===== config.mk =====
export PLATFORM = sky130hd
export DESIGN_NAME = rpd_row_decoder
export DESIGN_NICKNAME = d
export VERILOG_FILES = /design/src/common/rpd_pkg.sv /design/src/design/rpd_row_decoder.sv
export SDC_FILE = /design/constraint.sdc
export NUM_CORES = 1
export LEC_CHECK = 0
export BUFFER_PORTS_ARGS = -buffer_cell sky130_fd_sc_hd__clkbuf_2
export CAP_MARGIN = 20
export CELL_PAD_IN_SITES_DETAIL_PLACEMENT = 1
export CELL_PAD_IN_SITES_GLOBAL_PLACEMENT = 2
export CORE_MARGIN = 10
export CORE_UTILIZATION = 32
export CTS_CLUSTER_DIAMETER = 150
export CTS_CLUSTER_SIZE = 14
export DETAILED_ROUTE_END_ITERATION = 6
export GPL_TIMING_DRIVEN = 1
export PLACE_DENSITY_LB_ADDON = 0.25
export SYNTH_ARGS = -nofsm -noshare
export SYNTH_HDL_FRONTEND = slang
export SYNTH_SLANG_ARGS = --single-unit
export TNS_END_PERCENT = 1

===== constraint.sdc =====
create_clock -name ref_clk_in -period 3.1 [get_ports ref_clk_in]
set_input_delay 0.62 -clock ref_clk_in [delete_from_list [all_inputs] [get_ports ref_clk_in]]
set_output_delay 0.62 -clock ref_clk_in [all_outputs]
set_load 0.1 [all_outputs]

===== src/common/rpd_pkg.sv =====
// shared constants and types for the row packet command decoder
package rpd_pkg;

  // link framing: one row packet is eight link ticks of three row pins
  localparam int RPD_PINS = 3;
  localparam int RPD_TICKS = 8;
  localparam int RPD_PKT_W = 24;
  localparam logic [2:0] RPD_LAST_TICK = 3'h7;

  // field positions inside the assembled packet, first tick in the top bits
  localparam int RPD_DEV_T_POS = 23;
  localparam int RPD_DEV_F_POS = 22;
  localparam int RPD_DEV_LO_MSB = 21;
  localparam int RPD_DEV_LO_LSB = 18;
  localparam int RPD_AV_POS = 17;
  localparam int RPD_BANK_MSB = 16;
  localparam int RPD_BANK_LSB = 12;
  localparam int RPD_ROW_MSB = 8;
  localparam int RPD_OP_MSB = 10;

  // opcode encodings
  localparam logic [2:0] RPD_OP_LOW_NONE = 3'h0;
  localparam logic [2:0] RPD_OP_LOW_TEMP_CAL_CMD = 3'h1;
  localparam logic [2:0] RPD_OP_LOW_TEMP_CAL_ENABLE_CMD = 3'h2;
  localparam logic [4:0] RPD_OP_CLOSE_HI = 5'h18;
  localparam logic [6:0] RPD_OP_REF_OPEN_HI = 7'h0C;
  localparam logic [6:0] RPD_OP_REF_CLOSE_HI = 7'h54;
  localparam logic [4:0] RPD_OP_DEEP_MID = 5'h01;
  localparam logic [4:0] RPD_OP_LIGHT_MID = 5'h02;
  localparam logic [4:0] RPD_OP_LIGHT_IF_MID = 5'h03;
  localparam logic [6:0] RPD_OP_TEMP_CAL_CMD_HI = 7'h00;
  localparam logic [10:0] RPD_OP_IDLE = 11'h000;
  localparam logic [4:0] RPD_BANK_LAST = 5'h1F;

  // register map, byte addresses
  localparam logic [7:0] RPD_CTRL_OFS = 8'h00;
  localparam logic [7:0] RPD_STAT_OFS = 8'h04;
  localparam int RPD_CTRL_ID_MSB = 4;
  localparam int RPD_CTRL_LSA_POS = 8;
  localparam int RPD_STAT_CNT_LSB = 8;
  localparam logic [4:0] RPD_ID_RST = 5'h00;
  localparam logic [8:0] RPD_REF_RST = 9'h000;

  // power states, gray along active, standby, light sleep, deep sleep
  typedef enum logic [1:0] {
    RPD_PWR_ACTIVE = 2'h0,
    RPD_PWR_STANDBY = 2'h1,
    RPD_PWR_LIGHT = 2'h3,
    RPD_PWR_DEEP = 2'h2
  } rpd_pwr_t;

endpackage


===== src/design/rpd_row_decoder.sv =====
// row packet command decoder: link sampler, deserialiser, decode, registers
//
// Functional notes
// - the two framing bits both frame the packet and carry the device msb.
// - framing bits both zero means no packet, no hit, no command.
// - framing bits both one is broadcast, every device hits.
// - one framing bit set: hit only when id equals the true bit and low bits.
// - commands execute only with device hit; otherwise the packet is ignored.
// - activate bit set opens the addressed row and enters full active.
// - activate bit clear makes an operation packet with eleven bit opcode.
// - opcode 11000 in bits 10..6 with low 000 closes the bank.
// - refresh open opens the row held in the refresh counter.
// - refresh open advances the counter only when the bank is all ones.
// - refresh close pulses bank close as bank close does, and also pulses refresh close.
// - bits 8..4 at 00001 with low 000 enter deep sleep.
// - 00010 enters light sleep, 00011 enters it only if allowed.
// - with low 000, bit 3 zero asks full active, one asks standby.
// - broadcast full active request never wakes a relaxed device.
// - bits 10..4 zero with low 001 or 010 give temperature calibrations.
// - opcode all zero is idle and does nothing.
// - groups marked free in each other's codes combine in one packet.
// - both packets carry five device and five bank bits, then row or opcode.
// - reserved bank and row positions are ignored.
`timescale 1ns/100ps

module rpd_row_decoder
  import rpd_pkg::*;
(
  input wire logic ref_clk_in,
  input wire logic reset_n_in,
  input wire logic link_clk_in,
  input wire logic [2:0] row_pins_in,
  input wire logic [7:0] reg_addr_in,
  input wire logic [31:0] reg_wdata_in,
  input wire logic reg_wr_in,
  input wire logic reg_rd_in,
  output logic [31:0] reg_rdata_out,
  output logic device_hit_out,
  output logic row_open_out,
  output logic refresh_open_out,
  output logic bank_close_out,
  output logic refresh_close_out,
  output logic temp_cal_out,
  output logic temp_cal_enable_out,
  output logic [4:0] bank_out,
  output logic [8:0] row_out,
  output logic [8:0] refresh_row_out,
  output logic [1:0] power_state_out
);

  logic lclk_s1_r;
  logic lclk_s2_r;
  logic lclk_prev_r;
  logic [2:0] pins_s1_r;
  logic [2:0] pins_s2_r;
  logic link_edge;
  logic in_pkt_r;
  logic [2:0] tick_r;
  logic [RPD_PKT_W-1:0] pkt_r;
  logic pkt_done_r;
  logic [4:0] own_device_id_r;
  logic light_allow_r;
  logic [8:0] refresh_row_counter_r;
  rpd_pwr_t pwr_r;
  rpd_pwr_t pwr_nxt;

  // packet fields
  logic dev_msb_true_bit;
  logic dev_msb_false_bit;
  logic [3:0] row_dev_low_bits;
  logic activate_select_bit;
  logic [4:0] row_bank_field;
  logic [8:0] row_addr_field;
  logic [10:0] row_opcode;
  logic broadcast;
  logic device_hit;
  logic low_none;
  logic op_pkt;
  logic close_cmd;
  logic ref_open_cmd;
  logic ref_close_cmd;
  logic deep_sleep_cmd;
  logic light_sleep_cmd;
  logic light_sleep_if_cmd;
  logic relax_row_cmd;
  logic active_req;
  logic idle_op;
  logic temp_cal_cmd_cmd;
  logic temp_cal_enable_cmd_cmd;

  // two-flop synchronisers for the link clock and the row pins
  always_ff @(posedge ref_clk_in) begin
    if (!reset_n_in) begin
      lclk_s1_r <= 1'b0;
      lclk_s2_r <= 1'b0;
      lclk_prev_r <= 1'b0;
      pins_s1_r <= 3'h0;
      pins_s2_r <= 3'h0;
    end else begin
      lclk_s1_r <= link_clk_in;
      lclk_s2_r <= lclk_s1_r;
      lclk_prev_r <= lclk_s2_r;
      pins_s1_r <= row_pins_in;
      pins_s2_r <= pins_s1_r;
    end
  end

  // rising edge of the synchronised link clock marks one link tick
  assign link_edge = lclk_s2_r & ~lclk_prev_r;

  // deserialiser: a nonzero framing pair on an idle tick starts a packet
  always_ff @(posedge ref_clk_in) begin
    if (!reset_n_in) begin
      in_pkt_r <= 1'b0;
      tick_r <= 3'h0;
      pkt_r <= 24'h000000;
      pkt_done_r <= 1'b0;
    end else begin
      pkt_done_r <= 1'b0;
      if (link_edge) begin
        if (!in_pkt_r) begin
          if (pins_s2_r[2] | pins_s2_r[1]) begin
            in_pkt_r <= 1'b1;
            tick_r <= 3'h1;
            pkt_r <= {pkt_r[RPD_PKT_W-RPD_PINS-1:0], pins_s2_r};
          end
        end else begin
          pkt_r <= {pkt_r[RPD_PKT_W-RPD_PINS-1:0], pins_s2_r};
          tick_r <= tick_r + 3'h1;
          if (tick_r == RPD_LAST_TICK) begin
            in_pkt_r <= 1'b0;
            pkt_done_r <= 1'b1;
          end
        end
      end
    end
  end

  // field split; reserved bank and row positions are simply not read
  assign dev_msb_true_bit = pkt_r[RPD_DEV_T_POS];
  assign dev_msb_false_bit = pkt_r[RPD_DEV_F_POS];
  assign row_dev_low_bits = pkt_r[RPD_DEV_LO_MSB:RPD_DEV_LO_LSB];
  assign activate_select_bit = pkt_r[RPD_AV_POS];
  assign row_bank_field = pkt_r[RPD_BANK_MSB:RPD_BANK_LSB];
  assign row_addr_field = pkt_r[RPD_ROW_MSB:0];
  assign row_opcode = pkt_r[RPD_OP_MSB:0];

  // device selection from the merged framing and device bits
  assign broadcast = dev_msb_true_bit & dev_msb_false_bit;
  assign device_hit = pkt_done_r & (broadcast
    | (dev_msb_true_bit & ~dev_msb_false_bit
       & (own_device_id_r == {1'b1, row_dev_low_bits}))
    | (~dev_msb_true_bit & dev_msb_false_bit
       & (own_device_id_r == {1'b0, row_dev_low_bits})));

  // opcode groups decode independently so they combine in one packet
  assign op_pkt = device_hit & ~activate_select_bit;
  assign low_none = row_opcode[2:0] == RPD_OP_LOW_NONE;
  assign idle_op = row_opcode == RPD_OP_IDLE;
  assign close_cmd = op_pkt & low_none & (row_opcode[10:6] == RPD_OP_CLOSE_HI);
  assign ref_open_cmd = op_pkt & low_none
    & (row_opcode[10:4] == RPD_OP_REF_OPEN_HI);
  assign ref_close_cmd = op_pkt & low_none
    & (row_opcode[10:4] == RPD_OP_REF_CLOSE_HI);
  assign deep_sleep_cmd = op_pkt & low_none & (row_opcode[8:4] == RPD_OP_DEEP_MID);
  assign light_sleep_cmd = op_pkt & low_none & (row_opcode[8:4] == RPD_OP_LIGHT_MID);
  assign light_sleep_if_cmd = op_pkt & low_none
    & (row_opcode[8:4] == RPD_OP_LIGHT_IF_MID);
  assign relax_row_cmd = op_pkt & low_none & row_opcode[3];
  assign active_req = op_pkt & low_none & ~row_opcode[3] & ~idle_op;
  assign temp_cal_cmd_cmd = op_pkt & (row_opcode[10:4] == RPD_OP_TEMP_CAL_CMD_HI)
    & (row_opcode[2:0] == RPD_OP_LOW_TEMP_CAL_CMD);
  assign temp_cal_enable_cmd_cmd = op_pkt & (row_opcode[10:4] == RPD_OP_TEMP_CAL_CMD_HI)
    & (row_opcode[2:0] == RPD_OP_LOW_TEMP_CAL_ENABLE_CMD);

  // command pulses and addresses, one cycle after the packet completes
  always_ff @(posedge ref_clk_in) begin
    if (!reset_n_in) begin
      device_hit_out <= 1'b0;
      row_open_out <= 1'b0;
      refresh_open_out <= 1'b0;
      bank_close_out <= 1'b0;
      refresh_close_out <= 1'b0;
      temp_cal_out <= 1'b0;
      temp_cal_enable_out <= 1'b0;
      bank_out <= 5'h00;
      row_out <= 9'h000;
    end else begin
      device_hit_out <= device_hit;
      row_open_out <= device_hit & activate_select_bit;
      refresh_open_out <= ref_open_cmd;
      bank_close_out <= close_cmd | ref_close_cmd;
      refresh_close_out <= ref_close_cmd;
      temp_cal_out <= temp_cal_cmd_cmd;
      temp_cal_enable_out <= temp_cal_enable_cmd_cmd;
      if (device_hit) begin
        bank_out <= row_bank_field;
        row_out <= activate_select_bit ? row_addr_field : refresh_row_counter_r;
      end
    end
  end

  // refresh row counter, one step per sweep through the banks
  always_ff @(posedge ref_clk_in) begin
    if (!reset_n_in) begin
      refresh_row_counter_r <= RPD_REF_RST;
    end else if (ref_open_cmd && row_bank_field == RPD_BANK_LAST) begin
      refresh_row_counter_r <= refresh_row_counter_r + 9'h001;
    end
  end

  // power state next value; sleep wins over standby, standby over active
  always_comb begin
    pwr_nxt = pwr_r;
    if (device_hit && activate_select_bit) begin
      pwr_nxt = RPD_PWR_ACTIVE;
    end else if (deep_sleep_cmd) begin
      pwr_nxt = RPD_PWR_DEEP;
    end else if (light_sleep_cmd || (light_sleep_if_cmd && light_allow_r)) begin
      pwr_nxt = RPD_PWR_LIGHT;
    end else if (relax_row_cmd) begin
      pwr_nxt = RPD_PWR_STANDBY;
    end else if (active_req) begin
      case (pwr_r)
        RPD_PWR_STANDBY: begin
          if (!broadcast) begin
            pwr_nxt = RPD_PWR_ACTIVE;
          end
        end
        default: begin
          pwr_nxt = RPD_PWR_ACTIVE;
        end
      endcase
    end
  end

  // power state register
  always_ff @(posedge ref_clk_in) begin
    if (!reset_n_in) begin
      pwr_r <= RPD_PWR_ACTIVE;
    end else begin
      pwr_r <= pwr_nxt;
    end
  end

  // control register writes
  always_ff @(posedge ref_clk_in) begin
    if (!reset_n_in) begin
      own_device_id_r <= RPD_ID_RST;
      light_allow_r <= 1'b0;
    end else if (reg_wr_in && reg_addr_in == RPD_CTRL_OFS) begin
      own_device_id_r <= reg_wdata_in[RPD_CTRL_ID_MSB:0];
      light_allow_r <= reg_wdata_in[RPD_CTRL_LSA_POS];
    end
  end

  // read data one cycle after the read strobe, zero otherwise
  always_ff @(posedge ref_clk_in) begin
    if (!reset_n_in) begin
      reg_rdata_out <= 32'h00000000;
    end else if (reg_rd_in && reg_addr_in == RPD_CTRL_OFS) begin
      reg_rdata_out <= {23'h000000, light_allow_r, 3'h0, own_device_id_r};
    end else if (reg_rd_in && reg_addr_in == RPD_STAT_OFS) begin
      reg_rdata_out <= {15'h0000, refresh_row_counter_r, 6'h00, pwr_r};
    end else begin
      reg_rdata_out <= 32'h00000000;
    end
  end

  assign refresh_row_out = refresh_row_counter_r;
  assign power_state_out = pwr_r;

  // helper for the broadcast wake check
  logic bcast_wake_try;
  assign bcast_wake_try = active_req & broadcast & (pwr_r == RPD_PWR_STANDBY)
    & ~deep_sleep_cmd & ~light_sleep_cmd & ~light_sleep_if_cmd & ~relax_row_cmd;

  // checks
  chk_no_frame_hit: assert property (@(posedge ref_clk_in) disable iff (!reset_n_in)
    pkt_done_r && !dev_msb_true_bit && !dev_msb_false_bit |=> !device_hit_out)
    else $error("empty frame produced a hit");

  // an idle tick with both framing bits low must not open a packet
  chk_empty_slot: assert property (@(posedge ref_clk_in) disable iff (!reset_n_in)
    link_edge && !in_pkt_r && pins_s2_r[2:1] == 2'b00 |=> !in_pkt_r && !pkt_done_r)
    else $error("empty slot started a packet");

  chk_bcast_hit_all: assert property (@(posedge ref_clk_in) disable iff (!reset_n_in)
    pkt_done_r && broadcast |=> device_hit_out)
    else $error("broadcast packet missed");

  chk_single_dev_match: assert property (@(posedge ref_clk_in) disable iff (!reset_n_in)
    pkt_done_r && (dev_msb_true_bit ^ dev_msb_false_bit)
    |=> device_hit_out == ($past(own_device_id_r) == {$past(dev_msb_true_bit),
                                                      $past(row_dev_low_bits)}))
    else $error("single device match wrong");

  chk_miss_no_cmd: assert property (@(posedge ref_clk_in) disable iff (!reset_n_in)
    !device_hit_out |-> !(row_open_out || bank_close_out || refresh_open_out
                          || temp_cal_out || temp_cal_enable_out))
    else $error("command without device hit");

  chk_open_goes_active: assert property (@(posedge ref_clk_in) disable iff (!reset_n_in)
    row_open_out |-> power_state_out == RPD_PWR_ACTIVE)
    else $error("row open did not enter full active");

  chk_close_decode: assert property (@(posedge ref_clk_in) disable iff (!reset_n_in)
    device_hit && !activate_select_bit && row_opcode[10:6] == RPD_OP_CLOSE_HI
    && row_opcode[2:0] == RPD_OP_LOW_NONE |=> bank_close_out ##1 !bank_close_out)
    else $error("bank close not one pulse");

  chk_refresh_advance: assert property (@(posedge ref_clk_in) disable iff (!reset_n_in)
    refresh_open_out |-> refresh_row_out == ($past(refresh_row_out)
      + ((bank_out == RPD_BANK_LAST) ? 9'h001 : 9'h000)))
    else $error("refresh counter step wrong");

  // refresh open takes its row from the counter, not from the packet
  chk_refresh_row_src: assert property (@(posedge ref_clk_in) disable iff (!reset_n_in)
    ref_open_cmd |=> refresh_open_out && row_out == $past(refresh_row_counter_r))
    else $error("refresh open row not taken from counter");

  // a packet that misses leaves counter and power state alone
  chk_miss_keeps_state: assert property (@(posedge ref_clk_in) disable iff (!reset_n_in)
    pkt_done_r && !device_hit |=> $stable(refresh_row_out) && $stable(power_state_out))
    else $error("missed packet changed state");

  // close and conditional light sleep both act from one packet
  chk_combined_groups: assert property (@(posedge ref_clk_in) disable iff (!reset_n_in)
    close_cmd && light_sleep_if_cmd && light_allow_r
    |=> bank_close_out && power_state_out == RPD_PWR_LIGHT)
    else $error("combined opcode groups did not all act");

  chk_bcast_no_wake: assert property (@(posedge ref_clk_in) disable iff (!reset_n_in)
    bcast_wake_try |=> power_state_out == RPD_PWR_STANDBY)
    else $error("broadcast woke a relaxed device");

  chk_idle_nothing: assert property (@(posedge ref_clk_in) disable iff (!reset_n_in)
    op_pkt && idle_op |=> !bank_close_out && $stable(power_state_out))
    else $error("idle opcode acted");

  cov_broadcast: cover property (@(posedge ref_clk_in) disable iff (!reset_n_in)
    pkt_done_r && broadcast);
  cov_refresh_wrap: cover property (@(posedge ref_clk_in) disable iff (!reset_n_in)
    refresh_open_out && bank_out == RPD_BANK_LAST);
  cov_row_open: cover property (@(posedge ref_clk_in) disable iff (!reset_n_in)
    row_open_out);
  cov_combined: cover property (@(posedge ref_clk_in) disable iff (!reset_n_in)
    bank_close_out && power_state_out == RPD_PWR_LIGHT);

endmodule // rpd_row_decoder


==> impl_metrics.env <==
export IMPL_tightest_slew_ns=1.03
export IMPL_cts_inserted_buffers=9
export IMPL_hold_viol_final=0
export IMPL_grt_met2_usage=0.207
export IMPL_routedWlPerCell_um=16.7
export IMPL_cp_start_kind="flop"
export IMPL_yosysUniqueCellTypes=53
export IMPL_synth_seq_area_share=0.485
export IMPL_rows=39
export IMPL_p_per_area_nw_per_um2=538
export IMPL_dp_hpwl_um=7490
export IMPL_synth_enable_flop_cells=0
export IMPL_grtUsageMet1=0.156
export IMPL_crit_arrival_ns=2.40
export IMPL_track_usage=0.127
export IMPL_setup_violations=0
export IMPL_end_kind="flop"
export IMPL_use_met3=0.0335
export IMPL_status="finished, final reports clean"
export IMPL_cts_hold_buf=0
export IMPL_drv_slew=0
export IMPL_die_area_um2=16300
export IMPL_power_mw=2.35
export IMPL_drc=0
export IMPL_ant_nets=0
export IMPL_setup_tns_ns=0
export IMPL_ctsResizeCount=0
export IMPL_syn_area_um2=3720
export IMPL_postCtsSetupBuffers=0
export IMPL_ys_warnings_count=0
export IMPL_synth_top_flop_cell="dfxtp_1"
export IMPL_cp_max_fo=23
export IMPL_drive_gt1_frac=0.202
export IMPL_cap_violations=0
export IMPL_ir_drop_mv=0.302
export IMPL_drt_iter0_drc=120
export IMPL_die_w_um=128
export IMPL_cts_clk_slew_worst_paths_ns=0.06
export IMPL_hp_class="flop to flop"
export IMPL_busiest_layer="met2"
export IMPL_syn_area_per_cell_um2=9.11
export IMPL_grt_overflow=0
export IMPL_clock_sinks=90
export IMPL_grt_max_degree=32
export IMPL_worstSetupPathType="flop to flop"
export IMPL_min_period_ns=2.22
export IMPL_ys_seq_elements=90
export IMPL_grt_antenna_before_repair=0
export IMPL_drt_pass1_iterations=4
export IMPL_tritoncts="yes"
export IMPL_max_freq_mhz=450
export IMPL_clk_latency_ns=0.34
export IMPL_netlist_instances=408
export IMPL_async_flop_share=0
export IMPL_avgViaCountPerCell=4.99
export IMPL_grt_pass1_wl_um=16800
export IMPL_cp_required_ns=3.28
export IMPL_routabilityCongestion=0.742
export IMPL_worst_slew_margin_rel=0.312
export IMPL_die_h_um=128
export IMPL_fin_crit_sh=0.717
export IMPL_htreeDepth=3
export IMPL_grt_pass1_vias=3255
export IMPL_antennaDiodeCount=0
export IMPL_syn_to_final_growth_pct=17.5
export IMPL_io_buffers=67
export IMPL_fin_skew_ns=0.00438
export IMPL_core_um2=11400
export IMPL_grt_setup_unrepaired="false"
export IMPL_p_leak_nw=1.66
export IMPL_initial_core_util=0.326
export IMPL_drt_wl_total_um=10300
export IMPL_pin_count=112
export IMPL_clk_path_buf_depth=2
export IMPL_cts_root_buf="clkbuf_16"
export IMPL_final_util=0.383
export IMPL_nets=517
export IMPL_num_vias=3066
where the power goes:
group	leakage [nW]	switching [mW]	internal (mW)	total, mW
sequential	0.726	0.00438	1.16	1.17
combinational	0.795	0.127	0.0205	0.148
clock	0.143	0.429	0.607	1.04
total	1.66	0.561	1.79	2.35
placed cells by master (no fill, tap or decap), drive strengths merged, types with 9 or more instances in the layout:
cell type	count
and2	18
nand2	51
conb	18
mux2i	19
o21ai	10
nor2	18
a21oi	45
clkbuf	81
a211oi	9
nand3	13
dfxtp	90
sequential cells by signal (all words and copies together), names as in the netlist, 2 cells and up:
register and cells:
own_device_id_r 5, pkt_r 24, tick_r 3, pins_s1_r 3, row_out 9, bank_out 5, power_state_out 2, reg_rdata_out 14
refresh_row_out 9, pins_s2_r 3
synth_stat cells, drive strengths merged (2+ instances only):
| cell type | number | area share |
|---|---|---|
| clkbuf | 22 | 0.030 |
| nor3b | 8 | 0.016 |
| a22oi | 2 | 0.0040 |
| nor2b | 2 | 0.0034 |
| nor3 | 7 | 0.0094 |
| nor2 | 18 | 0.018 |
| o31ai | 6 | 0.012 |
| or3 | 3 | 0.0054 |
| nand4b | 2 | 0.0047 |
| and4 | 3 | 0.0071 |
| o21ai | 10 | 0.013 |
| nand2b | 7 | 0.012 |
| nor4 | 4 | 0.011 |
| inv | 4 | 0.0040 |
| mux2i | 19 | 0.051 |
| and3 | 4 | 0.0067 |
| dfxtp | 90 | 0.48 |
| and2 | 18 | 0.030 |
| nand4 | 8 | 0.013 |
| a21oi | 45 | 0.061 |
| a211oi | 9 | 0.018 |
| o31a | 2 | 0.0047 |
| nand2 | 51 | 0.052 |
| nand3 | 13 | 0.017 |
| or4 | 5 | 0.010 |
| buf | 22 | 0.044 |
| xnor2 | 3 | 0.0071 |
| ha | 3 | 0.010 |
| o21a | 3 | 0.0061 |
worst paths after layout:
check               startpoint      endpoint  slack, ns  depth (start not counted)
setup / recovery     pkt_r[23]    row_out[4]       0.88                          5
hold / removal    pins_s1_r[2]  pins_s2_r[2]       0.43                          1
setup reg to reg     pkt_r[23]    row_out[4]       0.88                          5
hold reg to reg   pins_s1_r[2]  pins_s2_r[2]       0.43                          1
per-stage QoR:
stage	area (um^2)	hold WS [ns]	instances	worst slack, ns
floorplan	3780	0.412	425	0.766
global placement	4090	0.414	598	0.962
detailed placement	4090	0.423	598	0.908
CTS	4370	0.438	614	0.888
global route	4370	0.462	614	0.666
finish	4370	0.432	614	0.877
logic make-up (layout without fill, tap and decap cells):
family,count (synthesis),in the layout,share of synthesized area
AND/OR/NAND/NOR,156,156,0.224
buffers and inverters,49,95,0.0808
adder cells (fa/ha/maj),3,3,0.0101
other,1,18,0.00101
flip-flops,90,90,0.485
multiplexers,19,19,0.0511
XOR/XNOR,3,3,0.00707
AO/OA/AOI/OAI,87,87,0.142
metal layers:
| layer | part of all wire | vias to the layer above | wire length [um] |
|---|---|---|---|
| li1 | - | 1521 | - |
| met1 | 0.47 | 1472 | 4790 |
| met2 | 0.47 | 59 | 4860 |
| met3 | 0.044 | 14 | 447 |
| met4 | 0.017 | 0 | 172 |
| met5 | 0 | - | 0 |
area by class of cell:
type                       instances  area [um^2]
fill                            1342         7050
sequential                        90         1800
multi-input combinational        286         1690
timing repair buffer              75          395
clock buffer                      14          274
tap                              143          179
inverter                           4         15.0
clock inverter                     2         10.0
critical path: stages (launching register included):
cell and delay (ns):
dfxtp_1 0.39, nand2b_1 0.12, o2111ai_1 0.14, o21a_1 0.48, nor2_1 0.75, a211oi_1 0.16
(Power assumes the default switching activity.)
